`config.mk`:
```
export PLATFORM = sky130hd
export DESIGN_NAME = clm_action_applier
export DESIGN_NICKNAME = d
export VERILOG_FILES = /design/src/hw/clm_pkg.sv /design/src/hw/frame_ptr_if.sv /design/src/hw/clm_action_applier.sv /design/src/hw/frame_ptr_calc.sv
export SDC_FILE = /design/constraint.sdc
export NUM_CORES = 1
export LEC_CHECK = 0
export BUFFER_PORTS_ARGS = -buffer_cell sky130_fd_sc_hd__buf_2
export CORE_MARGIN = 1.5
export CORE_UTILIZATION = 49
export CTS_CLUSTER_SIZE = 14
export DETAILED_ROUTE_END_ITERATION = 6
export GPL_TIMING_DRIVEN = 0
export PLACE_DENSITY_LB_ADDON = 0.08
export SYNTH_ARGS = -nofsm -noshare
export SYNTH_HDL_FRONTEND = slang
export SYNTH_SLANG_ARGS = --single-unit
```
`constraint.sdc`:
```
create_clock -name clk_i -period 7.25 [get_ports clk_i]
set_input_delay 1.0875 -clock clk_i [delete_from_list [all_inputs] [get_ports clk_i]]
set_output_delay 1.0875 -clock clk_i [all_outputs]
set_load 0.02 [all_outputs]
```
`src/hw/clm_pkg.sv`:
```
package clm_pkg;
	localparam int PTR_W = 8;

	// Channel type that MEP detection compares against when the variant is 0
	localparam logic [15:0] MEP_CHAN_TYPE = 16'h8902;

	localparam logic [7:0] STRIP_MAX_BYTES = 8'h2a;
	localparam logic [7:0] QUAD_UNIT_SHIFT = 8'h02;
	localparam logic [7:0] DBL_UNIT_SHIFT  = 8'h01;
	localparam logic [7:0] EXTRACT_OFS_20  = 8'h14;
	localparam logic [7:0] EXTRACT_OFS_40  = 8'h28;

	localparam logic [4:0] KEY_FMT_DEFAULT  = 5'h00;
	localparam logic [4:0] KEY_FMT_NORM_DST = 5'h08;
	localparam logic [4:0] KEY_FMT_DONE     = 5'h11;

	localparam logic [4:0] PT_NONE       = 5'h00;
	localparam logic [4:0] PT_PORT_VOE   = 5'h02;
	localparam logic [4:0] PT_CLM        = 5'h04;
	localparam logic [4:0] PT_OU_MIP     = 5'h06;
	localparam logic [4:0] PT_OU_VOE     = 5'h09;
	localparam logic [4:0] PT_IN_VOE     = 5'h0b;
	localparam logic [4:0] PT_IN_MIP     = 5'h0e;
	localparam logic [4:0] PT_DONE       = 5'h10;
	localparam logic [4:0] PT_REW_IN_VOE = 5'h11;
	localparam logic [4:0] PT_REW_OU_VOE = 5'h12;

	typedef enum logic [2:0] {
		PACT_NONE     = 3'b000,
		PACT_XTR      = 3'b001,
		PACT_INJ      = 3'b010,
		PACT_INJ_MASQ = 3'b011,
		PACT_LBK_QS   = 3'b100,
		PACT_LBK_ASM  = 3'b101
	} pipe_act_t;

	typedef enum logic [1:0] {
		LAYER_ETH  = 2'b00,
		LAYER_CW   = 2'b01,
		LAYER_MPLS = 2'b10,
		LAYER_DATA = 2'b11
	} frame_layer_t;

	typedef enum logic [1:0] {
		SKIP_NONE = 2'b00,
		SKIP_ETH  = 2'b01,
		SKIP_IP   = 2'b10,
		SKIP_RSV  = 2'b11
	} layer_skip_t;

	typedef enum logic [2:0] {
		GIDX_KEEP      = 3'b000,
		GIDX_REPLACE   = 3'b001,
		GIDX_ADD       = 3'b010,
		GIDX_SVC       = 3'b011,
		GIDX_RPL_COND  = 3'b100,
		GIDX_SVC_NT    = 3'b101,
		GIDX_RPL_SVC   = 3'b110,
		GIDX_UNUSED    = 3'b111
	} gidx_ctrl_t;

	function automatic logic [4:0] short_point(input logic [2:0] code);
		logic [4:0] pt;
		unique case (code)
			3'h0: pt = PT_CLM;
			3'h1: pt = PT_OU_MIP;
			3'h2: pt = PT_IN_MIP;
			3'h3: pt = PT_PORT_VOE;
			3'h4: pt = PT_OU_VOE;
			3'h5: pt = PT_IN_VOE;
			3'h6: pt = PT_REW_IN_VOE;
			3'h7: pt = PT_REW_OU_VOE;
		endcase
		return pt;
	endfunction : short_point

	function automatic logic [15:0] mask_merge(input logic [15:0] old_v,
		input logic [15:0] new_v, input logic [15:0] mask);
		return (old_v & ~mask) | (new_v & mask);
	endfunction : mask_merge
endpackage : clm_pkg

```
`src/hw/frame_ptr_if.sv`:
```
`timescale 1ns/1ps
interface frame_ptr_if;
	import clm_pkg::*;
	logic [PTR_W-1:0] cur_ptr;
	frame_layer_t     cur_layer;
	layer_skip_t      skip;
	logic [1:0]       quad_ofs;
	logic [4:0]       dbl_ofs;
	logic [PTR_W-1:0] eth_len;
	logic [PTR_W-1:0] ip_len;
	logic             ip_vld;
	logic [PTR_W-1:0] new_ptr;
	logic             moved;

	modport calc (input cur_ptr, cur_layer, skip, quad_ofs, dbl_ofs, eth_len, ip_len, ip_vld,
		output new_ptr, moved);
	modport user (output cur_ptr, cur_layer, skip, quad_ofs, dbl_ofs, eth_len, ip_len, ip_vld,
		input new_ptr, moved);
endinterface : frame_ptr_if

```
`src/hw/clm_action_applier.sv`:
```
`timescale 1ns/1ps
module clm_action_applier
	import clm_pkg::*;
#(
	parameter int GIDX_W = 12
)
(
	input  wire logic                     clk_i,
	input  wire logic                     sys_rst_i,
	input  wire logic                     sof_i,
	input  wire logic [7:0]               init_policy_group_i,
	input  wire logic [6:0]               init_port_i,
	input  wire logic [GIDX_W-1:0]        init_svc_index_i,
	input  wire clm_pkg::frame_layer_t    init_layer_i,
	input  wire logic [clm_pkg::PTR_W-1:0] init_ptr_i,
	input  wire logic [clm_pkg::PTR_W-1:0] rsv_lbl_bytes_i,
	input  wire logic [clm_pkg::PTR_W-1:0] eth_len_i,
	input  wire logic [clm_pkg::PTR_W-1:0] ip_len_i,
	input  wire logic                     ip_vld_i,
	input  wire logic                     terminated_i,
	input  wire logic                     act_vld_i,
	input  wire logic                     act_short_i,
	input  wire logic                     mep_ena_i,
	input  wire logic                     mip_ena_i,
	input  wire logic                     mpls_oam_variant_i,
	input  wire logic [2:0]               mpls_control_channel_sel_i,
	input  wire logic [4:0]               custom_rule_key_enables_i,
	input  wire logic [1:0]               custom_extract_point_i,
	input  wire logic [7:0]               policy_group_override_mask_i,
	input  wire logic [7:0]               policy_group_value_i,
	input  wire logic                     acl_key_select_override_i,
	input  wire logic [5:0]               acl_key_select_i,
	input  wire logic                     masquerade_enable_i,
	input  wire logic [6:0]               masquerade_port_i,
	input  wire logic                     logical_port_override_i,
	input  wire logic [6:0]               logical_port_value_i,
	input  wire logic [15:0]              match_tag_i,
	input  wire logic [15:0]              match_tag_mask_i,
	input  wire logic [1:0]               pipeline_force_code_i,
	input  wire logic                     pipeline_action_variant_i,
	input  wire logic [4:0]               pipeline_point_i,
	input  wire logic [2:0]               pipeline_point_short_i,
	input  wire logic [4:0]               next_key_format_i,
	input  wire logic [1:0]               next_quad_byte_offset_i,
	input  wire logic [4:0]               next_double_byte_offset_i,
	input  wire clm_pkg::layer_skip_t     next_layer_skip_i,
	input  wire clm_pkg::frame_layer_t    next_frame_layer_i,
	input  wire logic                     next_strip_enable_i,
	input  wire clm_pkg::gidx_ctrl_t      next_group_index_ctrl_i,
	input  wire logic [GIDX_W-1:0]        next_group_index_i,
	output logic                          chan_type_chk_o,
	output logic                          mip_sw_extract_o,
	output logic [2:0]                    oam_channel_o,
	output logic                          custom_key_sel_o,
	output logic [3:0]                    custom_lookup_ena_o,
	output logic [clm_pkg::PTR_W-1:0]     custom_data_ofs_o,
	output logic [7:0]                    policy_association_group_o,
	output logic [5:0]                    acl_key_select_o,
	output logic                          acl_key_forced_o,
	output logic [6:0]                    ingress_port_o,
	output logic                          learn_dis_o,
	output logic [6:0]                    logical_port_o,
	output logic [6:0]                    header_source_port_o,
	output logic [15:0]                   header_class_result_o,
	output logic [4:0]                    pipeline_point_o,
	output clm_pkg::pipe_act_t            pipeline_action_o,
	output logic [4:0]                    key_format_o,
	output logic                          norm_dst_key_o,
	output logic                          lookups_done_o,
	output logic [clm_pkg::PTR_W-1:0]     frame_ptr_o,
	output clm_pkg::frame_layer_t         frame_layer_o,
	output logic                          strip_ena_o,
	output logic                          strip_over_o,
	output logic [GIDX_W-1:0]             group_index_key_o,
	output logic [GIDX_W-1:0]             ingress_service_index_o
);
	import clm_pkg::*;

	typedef struct packed {
		logic                 chk;
		logic                 mip;
		logic [2:0]           chan;
		logic                 ckey;
		logic [3:0]           clook;
		logic [PTR_W-1:0]     cofs;
		logic [7:0]           pgrp;
		logic [5:0]           aks;
		logic                 akf;
		logic [6:0]           iport;
		logic                 nolearn;
		logic [6:0]           lgport;
		logic [6:0]           sport;
		logic [15:0]          mtag;
		logic [4:0]           ppt;
		pipe_act_t            pact;
		logic [4:0]           kfmt;
		logic                 done;
		logic [PTR_W-1:0]     ptr;
		frame_layer_t         layer;
		logic                 strip;
		logic                 sover;
		logic [GIDX_W-1:0]    gidx;
		logic [GIDX_W-1:0]    svc;
	} cls_state_t;

	cls_state_t st_ff;
	cls_state_t nxt_st;
	logic       act_ok;
	logic       nonterm;

	frame_ptr_if fp ();

	frame_ptr_calc u_ptr
	(
		.fp (fp)
	);

	// Reserved labels are skipped before the action, so offsets start past them
	assign fp.cur_ptr   = PTR_W'(st_ff.ptr + rsv_lbl_bytes_i);
	assign fp.cur_layer = st_ff.layer;
	assign fp.skip      = next_layer_skip_i;
	assign fp.quad_ofs  = act_short_i ? next_quad_byte_offset_i : 2'h0;
	assign fp.dbl_ofs   = act_short_i ? 5'h00 : next_double_byte_offset_i;
	assign fp.eth_len   = eth_len_i;
	assign fp.ip_len    = ip_len_i;
	assign fp.ip_vld    = ip_vld_i;

	// Once lookups are complete, later records for the frame are ignored
	assign act_ok  = act_vld_i && !sof_i && !st_ff.done;
	assign nonterm = !terminated_i;

	always_comb
	begin
		nxt_st = st_ff;
		if (sof_i)
		begin
			nxt_st       = '0;
			nxt_st.pgrp   = init_policy_group_i;
			nxt_st.iport  = init_port_i;
			nxt_st.lgport = init_port_i;
			nxt_st.sport  = init_port_i;
			nxt_st.svc    = init_svc_index_i;
			nxt_st.layer = init_layer_i;
			nxt_st.ptr   = init_ptr_i;
			nxt_st.pact  = PACT_NONE;
		end
		else if (act_ok)
		begin
			nxt_st.chan = mpls_control_channel_sel_i;
			nxt_st.chk  = mep_ena_i && !mpls_oam_variant_i;
			nxt_st.mip  = mip_ena_i;
			if (!act_short_i)
			begin
				nxt_st.ckey  = custom_rule_key_enables_i[0];
				nxt_st.clook = custom_rule_key_enables_i[4:1];
				unique case (custom_extract_point_i)
					2'h0: nxt_st.cofs = st_ff.ptr;
					2'h1: nxt_st.cofs = eth_len_i;
					2'h2: nxt_st.cofs = PTR_W'(eth_len_i + EXTRACT_OFS_20);
					2'h3: nxt_st.cofs = PTR_W'(eth_len_i + EXTRACT_OFS_40);
				endcase
				nxt_st.mtag = mask_merge(st_ff.mtag, match_tag_i, match_tag_mask_i);
			end
			nxt_st.pgrp = 8'(mask_merge({8'h00, st_ff.pgrp}, {8'h00, policy_group_value_i},
				{8'h00, policy_group_override_mask_i}));
			if (acl_key_select_override_i)
			begin
				nxt_st.aks = acl_key_select_i;
				nxt_st.akf = 1'b1;
			end
			if (masquerade_enable_i)
			begin
				nxt_st.iport   = masquerade_port_i;
				nxt_st.nolearn = 1'b1;
				nxt_st.pact    = PACT_INJ_MASQ;
			end
			if (logical_port_override_i)
			begin
				nxt_st.lgport = logical_port_value_i;
				nxt_st.sport = logical_port_value_i;
			end
			// Forcing comes after masquerade so an explicit force has the last word
			if (pipeline_force_code_i != 2'h0)
			begin
				nxt_st.ppt = act_short_i ? short_point(pipeline_point_short_i)
					: pipeline_point_i;
				unique case (pipeline_force_code_i)
					2'h1: nxt_st.pact = PACT_XTR;
					2'h2: nxt_st.pact = pipeline_action_variant_i ? PACT_INJ_MASQ : PACT_INJ;
					2'h3: nxt_st.pact = pipeline_action_variant_i ? PACT_LBK_ASM : PACT_LBK_QS;
					2'h0: nxt_st.pact = st_ff.pact;
				endcase
			end
			nxt_st.kfmt = next_key_format_i;
			nxt_st.done = (next_key_format_i == KEY_FMT_DONE);
			nxt_st.ptr  = fp.new_ptr;
			if (fp.moved || (st_ff.layer == LAYER_DATA && next_key_format_i != KEY_FMT_DEFAULT))
				nxt_st.layer = next_frame_layer_i;
			// Strip length is the pointer after this action's own move
			if (next_strip_enable_i)
			begin
				nxt_st.strip = 1'b1;
				nxt_st.sover = (fp.new_ptr > STRIP_MAX_BYTES);
			end
			unique case (next_group_index_ctrl_i)
				GIDX_KEEP:    nxt_st.gidx = st_ff.gidx;
				GIDX_REPLACE: nxt_st.gidx = next_group_index_i;
				GIDX_ADD:     nxt_st.gidx = GIDX_W'(st_ff.gidx + next_group_index_i);
				GIDX_SVC:     nxt_st.gidx = st_ff.svc;
				GIDX_RPL_COND:
				begin
					nxt_st.gidx = next_group_index_i;
					if (terminated_i)
						nxt_st.svc = next_group_index_i;
				end
				GIDX_SVC_NT:  nxt_st.gidx = nonterm ? st_ff.svc : next_group_index_i;
				GIDX_RPL_SVC:
				begin
					nxt_st.svc = next_group_index_i;
					if (nonterm)
						nxt_st.gidx = next_group_index_i;
				end
				default:      nxt_st.gidx = st_ff.gidx;
			endcase
		end
	end

	always_ff @(posedge clk_i)
	begin
		if (sys_rst_i)
			st_ff <= '0;
		else
			st_ff <= nxt_st;
	end

	assign chan_type_chk_o           = st_ff.chk;
	assign mip_sw_extract_o          = st_ff.mip;
	assign oam_channel_o             = st_ff.chan;
	assign custom_key_sel_o          = st_ff.ckey;
	assign custom_lookup_ena_o       = st_ff.clook;
	assign custom_data_ofs_o         = st_ff.cofs;
	assign policy_association_group_o = st_ff.pgrp;
	assign acl_key_select_o          = st_ff.aks;
	assign acl_key_forced_o          = st_ff.akf;
	assign ingress_port_o            = st_ff.iport;
	assign learn_dis_o               = st_ff.nolearn;
	assign logical_port_o            = st_ff.lgport;
	assign header_source_port_o      = st_ff.sport;
	assign header_class_result_o     = st_ff.mtag;
	assign pipeline_point_o          = st_ff.ppt;
	assign pipeline_action_o         = st_ff.pact;
	assign key_format_o              = st_ff.kfmt;
	assign norm_dst_key_o            = (st_ff.kfmt == KEY_FMT_NORM_DST);
	assign lookups_done_o            = st_ff.done;
	assign frame_ptr_o               = st_ff.ptr;
	assign frame_layer_o             = st_ff.layer;
	assign strip_ena_o               = st_ff.strip;
	assign strip_over_o              = st_ff.sover;
	assign group_index_key_o         = st_ff.gidx;
	assign ingress_service_index_o   = st_ff.svc;
endmodule : clm_action_applier

```
`src/hw/frame_ptr_calc.sv`:
```
`timescale 1ns/1ps
module frame_ptr_calc
(
	frame_ptr_if.calc fp
);
	import clm_pkg::*;

	logic [PTR_W-1:0] skipped;
	logic [PTR_W-1:0] ofs_bytes;

	// Layer skip is resolved first, word offsets are added on top of it
	always_comb
	begin
		skipped = fp.cur_ptr;
		unique case (fp.skip)
			SKIP_ETH:
			begin
				if (fp.cur_layer == LAYER_ETH)
					skipped = PTR_W'(fp.cur_ptr + fp.eth_len);
			end
			SKIP_IP:
			begin
				if (fp.cur_layer == LAYER_ETH && fp.ip_vld)
					skipped = PTR_W'(fp.cur_ptr + fp.eth_len + fp.ip_len);
				else if (fp.cur_layer == LAYER_CW && fp.ip_vld)
					skipped = PTR_W'(fp.cur_ptr + fp.ip_len);
			end
			SKIP_NONE, SKIP_RSV: skipped = fp.cur_ptr;
		endcase
		// Units of four and two bytes
		ofs_bytes = PTR_W'({6'h00, fp.quad_ofs} << QUAD_UNIT_SHIFT)
			+ PTR_W'({3'h0, fp.dbl_ofs} << DBL_UNIT_SHIFT);
		fp.new_ptr = PTR_W'(skipped + ofs_bytes);
		fp.moved = (fp.new_ptr != fp.cur_ptr);
	end
endmodule : frame_ptr_calc

```
---- Yosys cells after proc, flatten, opt, wreduce, memory -nomap -nowiden ----
Memories as Yosys holds them, arrays and structs flattened.
Index checks and enable logic that the tools add are counted.
cells by class
  equality and inequality tests ........... 22
  reductions and logical operators ........ 37
  order comparisons ....................... 1
  bitwise operators ....................... 9
  add/subtract/negate cells ............... 9
  multiplexer cells ....................... 25
operators by type and width
  cell                   number
  $mux W103              2
  $pmux W12 S5           1
  $add A8 B8 Y8          5
  $mux W8                5
  $and A16 B16 Y16       2
  $pmux W8 S4            1
  $mux W12               2
  $pmux W12 S2           1
  $pmux W8 S3            1
  $reduce_and A2 Y1      9
  $and A8 B8 Y8          2
  $mux W16               1
  $not A16 Y16           1
  $or A16 B16 Y16        1
  $eq A2 B2 Y1 const B   7
  $mux W14               1
  $add A12 B12 Y12       1
  $reduce_bool A2 Y1     6
  $mux W5                2
  $reduce_bool A5 Y1     2
  $eq A3 B3 Y1 const B   3
  $pmux W3 S3            1
  $add A8 B5 Y8 const B  1
  $add A8 B6 Y8 const B  1
  23 further kinds       44
storage, ports and cells
  register bits after elaboration ......... 121
  logic and storage cells ................. 128
  memories kept ........................... 1
  bits in read-only memories .............. 40
memories
  memory           words  bits a word  read ports  clocked after memory_dff  write ports  RTL line       source
  (no name shown)  8      5            1           0                         0            clm_pkg.sv:64  unique case (code)

---- Longest topological paths before layout ----
  depth in word-level cells ............... 11
  gate-level depth with buffers ........... 23
  depth with buffers taken out ............ 23

---- Cells and area by module ----
Synthesis repeated with hierarchy kept, for this count alone.
second synthesis, totals
  cell total of the unflattened synthesis .. 1020
  area total of the unflattened synthesis .. 7785.0 um2
modules (own cells, without submodules)
  module              area each (um2)  times used  cells each
  clm_action_applier  6140.9           1           796
  frame_ptr_calc      1644.1           1           224

---- Least setup slack after synthesis ----
No wires, ideal clock.
  kind .................................... input to register
  from .................................... input port rsv_lbl_bytes_i[0] (netlist bit)
  to ...................................... register st_ff, in the netlist frame_layer_o[0]
  stages .................................. 23
  arrival ................................. 5.374 ns
  slack ................................... 1.780 ns
  path buffers ............................ 0
  data required time ...................... 7.155 ns
  cell sequence ........................... ha_1 fa_1 inv_1 fa_1 inv_1 ha_1 a21oi_1 nor2b_1 nor2_1 xnor2_1 o21ai_0 a221oi_1 a31oi_1 ha_1 nor2_1 nor2_1 a21o_1 a21oi_1 xnor2_1 xor2_1 nor3_1 nand2_1 a221oi_1
between the ends
  longest elaborated chain between the ends .. 10
  elaborated cells between the ends (all ways) .. 13
  those cells by class .................... 5 x add/sub; 1 x eq/ne; 4 x mux; 3 x reduce/logical
RTL lines
  what                                             RTL line                                                          source
  from (decl)                                      clm_action_applier.sv:16                                          input wire logic [clm_pkg::PTR_W-1:0] rsv_lbl_bytes_i,
  $add A8 B8 Y8 (*)                                clm_action_applier.sv:119                                         assign fp.cur_ptr = PTR_W'(st_ff.ptr + rsv_lbl_bytes_i);
  $add A8 B8 Y8, on equally long branches          frame_ptr_calc.sv:19, frame_ptr_calc.sv:24, frame_ptr_calc.sv:26
  $add A8 B8 Y8 / $mux W8 (equally long branches)  frame_ptr_calc.sv:24, frame_ptr_calc.sv:25
  $mux W8                                          frame_ptr_calc.sv:23                                              if (fp.cur_layer == LAYER_ETH && fp.ip_vld)
  $pmux W8 S3                                      frame_ptr_calc.sv:15                                              unique case (fp.skip)
  $add A8 B8 Y8                                    frame_ptr_calc.sv:33                                              fp.new_ptr = PTR_W'(skipped + ofs_bytes);
  $ne A8 B8 Y1 (*)                                 frame_ptr_calc.sv:34                                              fp.moved = (fp.new_ptr != fp.cur_ptr);
  $logic_or A1 B1 Y1 (*)                           clm_action_applier.sv:197                                         if (fp.moved || (st_ff.layer == LAYER_DATA && next_key_format_i != KEY_FMT_DEFAULT))
  $reduce_bool A2 Y1 (no source line) (*)          --
  $reduce_and A2 Y1 (no source line) (*)           --
  to (signal assigned)                             clm_action_applier.sv:233                                         st_ff <= nxt_st;
  to (decl)                                        clm_action_applier.sv:106                                         cls_state_t st_ff;
Every way passes the cells marked *; elsewhere a longest branch is shown, timed or not.
A chain may end at the register's enable or synchronous reset.

---- Final worst setup path ----
Ends and elaborated chain as after synthesis.

==> run_results.csv <==
group,metric,value,unit
logic_synthesis,synth_nets,1240,
worst_setup_path,reg2regPathDepth,22,
logic_synthesis,synth-edff-count,0,
detailed_routing,routed_wl,25700,um
die,start_util,49.9,%
hold_path,hp-class,"reg2reg",
sta,slew_viol_final,0,
cts,clk_pin_slew,0.05,ns
global_route,antenna_found_initial,4,
layout,stdcell_area,9910,sq um
layout,finalNonFillerCells,1522,
sta,setup_tns,0,ns
worst_setup_path,crit_required,7.56,ns
placed_design,dp_cells,1488,
worst_setup_path,setup.worst_path.end_class,"register",
cts,post_cts_resized,0,
placed_design,port-buffer-count,313,
sta,slew_headroom,42.5,%
cts,cts_num_sinks,114,
status,outcome,"finished clean",
worst_setup_path,arrival,6.45,ns
detailed_routing,drtIter0Drc,538,
die,io_pins,317,
die,rows,45,
logic_synthesis,synth-main-ff-cell,"dfxtp_1",
global_route,grt_overflow,0,
sta,tightest_slew,0.856,ns
placed_design,placed_area,9320,sq um
job,maxCapViolCount,0,
placed_design,gp_congestion,0.933,
layout,area_delta_synth_final,31.7,%
global_route,track_usage,31.1,%
global_route,grt_pass1_wl,39400,um
worst_setup_path,reg2reg_to,"frame_layer_o[0]",
logic_synthesis,syn_inst,987,
cts,cts_inserted_buffers,17,
sta,rsz0062_at_grt,"no",
sta,period_needed,6.14,ns
logic_synthesis,synth_seq_cells,114,
detailed_routing,num_vias,8469,
logic_synthesis,avgSynthCellArea,7.62,sq um
worst_setup_path,r2r_slack,1.52,ns
worst_setup_path,start_kind,"input pin",
logic_synthesis,yosys_warnings,0,
logic_synthesis,synth.distinct_cells,59,
detailed_routing,first_pass_iters,5,
power_and_ir_drop,cellLeakagePower,4.56,nW
detailed_routing,drc,0,
logic_synthesis,ys_seq_area_share,30.3,%
sta,finClkSkew,0.00673,ns
cts,clkLatencyLatePin,0.41,ns
layout,drive_gt1_share,27.1,%
sta,fin_crit_sh,84.6,%
layout,final_core_util,65.7,%
hold_path,holdCritStartpoint,"pipeline_action_o[0]",
hold_path,whs_path_depth,2,
detailed_routing,wire_per_inst,16.9,um
layout,layout.nets,1572,
sta,setup_viol,0,
logic_synthesis,synth_area,7520,sq um
worst_setup_path,cp-startpoint,"rsv_lbl_bytes_i[0]",
global_route,grt_max_degree,17,
detailed_routing,via_per_inst,5.56,
cts,clockBufferDepth,2,
power_and_ir_drop,power,0.00233,W
die,dieArea,16100,sq um
worst_setup_path,timing.rr.start,"frame_ptr_o[0]",
logic_synthesis,async_flop_share,0,%
cts,postCtsHoldBufs,0,
cts,cts_tree,"yes",
sta,fmax,0.163,GHz
power_and_ir_drop,ir_worst_vdd,0.000158,V
worst_setup_path,crit_type,"in2reg",
hold_path,whs_endpoint,"pipeline_action_o[0]",
die,dieWidth,127,um
power_and_ir_drop,powerDensity,235,nW/um^2
die,fp.dieH,127,um
sta,finalHoldViolations,0,
placed_design,dpl.hpwl,20400,um
global_route,grt_pass1_vias,7744,
worst_setup_path,worstPathMaxFanout,6,
cts,cts_setup_buffers,0,
die,core,15100,sq um
detailed_routing,antenna_left,0,
cts,htreeDepth,4,
cts,cts-root-buf,"clkbuf_16",
[cells in the mapped netlist, types with 3 or more instances]
master | count | share of area [%]
nand2_1 | 178 | 8.9
a21oi_1 | 118 | 7.9
dfxtp_1 | 114 | 30
nor2_1 | 80 | 4.0
ha_1 | 52 | 8.6
clkbuf_1 | 47 | 2.3
o21ai_0 | 42 | 2.8
inv_1 | 34 | 1.7
xnor2_1 | 30 | 3.5
nand3_1 | 22 | 1.5
a22oi_1 | 21 | 2.1
xor2_1 | 18 | 2.1
a31oi_1 | 16 | 1.3
o211ai_1 | 16 | 1.6
nor2b_1 | 15 | 1.2
a211oi_1 | 13 | 1.3
nand2b_1 | 13 | 1.1
a21o_1 | 12 | 1.2
nor3_1 | 12 | 0.80
a221oi_1 | 11 | 1.3
a32oi_1 | 11 | 1.3
mux2i_1 | 11 | 1.5
o22ai_1 | 11 | 0.91
buf_4 | 7 | 0.70
and2_1 | 6 | 0.50
buf_1 | 6 | 0.30
fa_1 | 6 | 1.6
a22o_1 | 5 | 0.58
a311oi_1 | 5 | 0.58
or3_1 | 5 | 0.42
nor3b_1 | 4 | 0.40
o31ai_1 | 4 | 0.40
a21boi_0 | 3 | 0.30
and3_1 | 3 | 0.25
o21a_1 | 3 | 0.30
o221ai_1 | 3 | 0.35
or2_2 | 3 | 0.25
[cells by family after synthesis]
logic type / count (synthesis) / share of synthesized area (%)
simple gates: 348 / 20.0
compound gates: 308 / 26.1
flops: 114 / 30.3
buf+inv: 94 / 5.04
fa+ha+maj: 58 / 10.2
xor+xnor: 50 / 6.19
mux: 14 / 2.06
other cells: 1 / 0.0499
[worst max-delay path by stage]
stage                       endpoint  slack (ns)
finish              frame_layer_o[0]        1.11
global route        frame_layer_o[0]        0.76
CTS                 frame_layer_o[0]        1.21
detailed placement  frame_layer_o[0]        0.79
global placement    frame_layer_o[1]        0.82
floorplan           frame_layer_o[0]        1.78
[metal layers]
metal / routed length, um / track usage (%)
met3: 1900 / 6.54
met5: 13 / 0
met2: 12300 / 52.7
met4: 972 / 15.1
met1: 10600 / 37.7
[critical path: stages]
cell,delay (ns)
buf_2,0.10
ha_1,0.23
fa_1,0.40
xor2_1,0.62
ha_1,0.40
nor2b_1,0.15
o21ai_0,0.14
nand2b_1,0.10
xor2_1,0.34
ha_1,0.36
nand3_1,0.13
o2111ai_1,0.14
xnor2_1,0.15
o21ai_0,0.09
a221oi_1,0.27
a31oi_1,0.09
ha_1,0.36
a21oi_1,0.09
xnor2_1,0.33
xor2_1,0.11
nor3_1,0.34
nand2_1,0.13
a221oi_1,0.28
[placed cells by master (no fill, tap or decap), types with 12 or more instances in the layout]
cell	instances
a211oi_1	13
a21o_1	12
a21oi_1	118
a22oi_1	21
a31oi_1	16
buf_2	313
clkbuf_1	47
clkbuf_16	17
dfxtp_1	114
ha_1	52
inv_1	34
nand2_1	178
nand2b_1	13
nand3_1	22
nor2_1	80
nor2b_1	15
nor3_1	12
o211ai_1	16
o21ai_0	42
xnor2_1	30
xor2_1	18
[metrics by stage]
step           setup WS [ns]  hold slack, ns
4_1_cts                 1.21           0.444
5_1_grt                0.757           0.467
6_report                1.11           0.441
2_1_floorplan           1.78           0.520
3_3_place_gp           0.820           0.430
3_5_place_dp           0.793           0.435
[power by group]
part | leakage (nW) | internal (W) | switching, W
logic | 3.35 | 0.000360 | 0.000480
clock network | 0.274 | 0.000512 | 0.000302
registers | 0.930 | 0.000653 | 0.0000243
[area by class of cell]
| type | instances | area [sq um] |
|---|---|---|
| clock buffers | 18 | 439 |
| fillers | 1393 | 5180 |
| plain buffers | 60 | 251 |
| flip-flops and latches | 114 | 2280 |
| clock inverters | 13 | 136 |
| well taps | 188 | 235 |
| multi-input cells | 779 | 4860 |
| repair buffers | 313 | 1570 |
| diodes | 3 | 7.51 |
| inverters | 34 | 128 |
No activity file was read; power rests on OpenSTA's default activity.
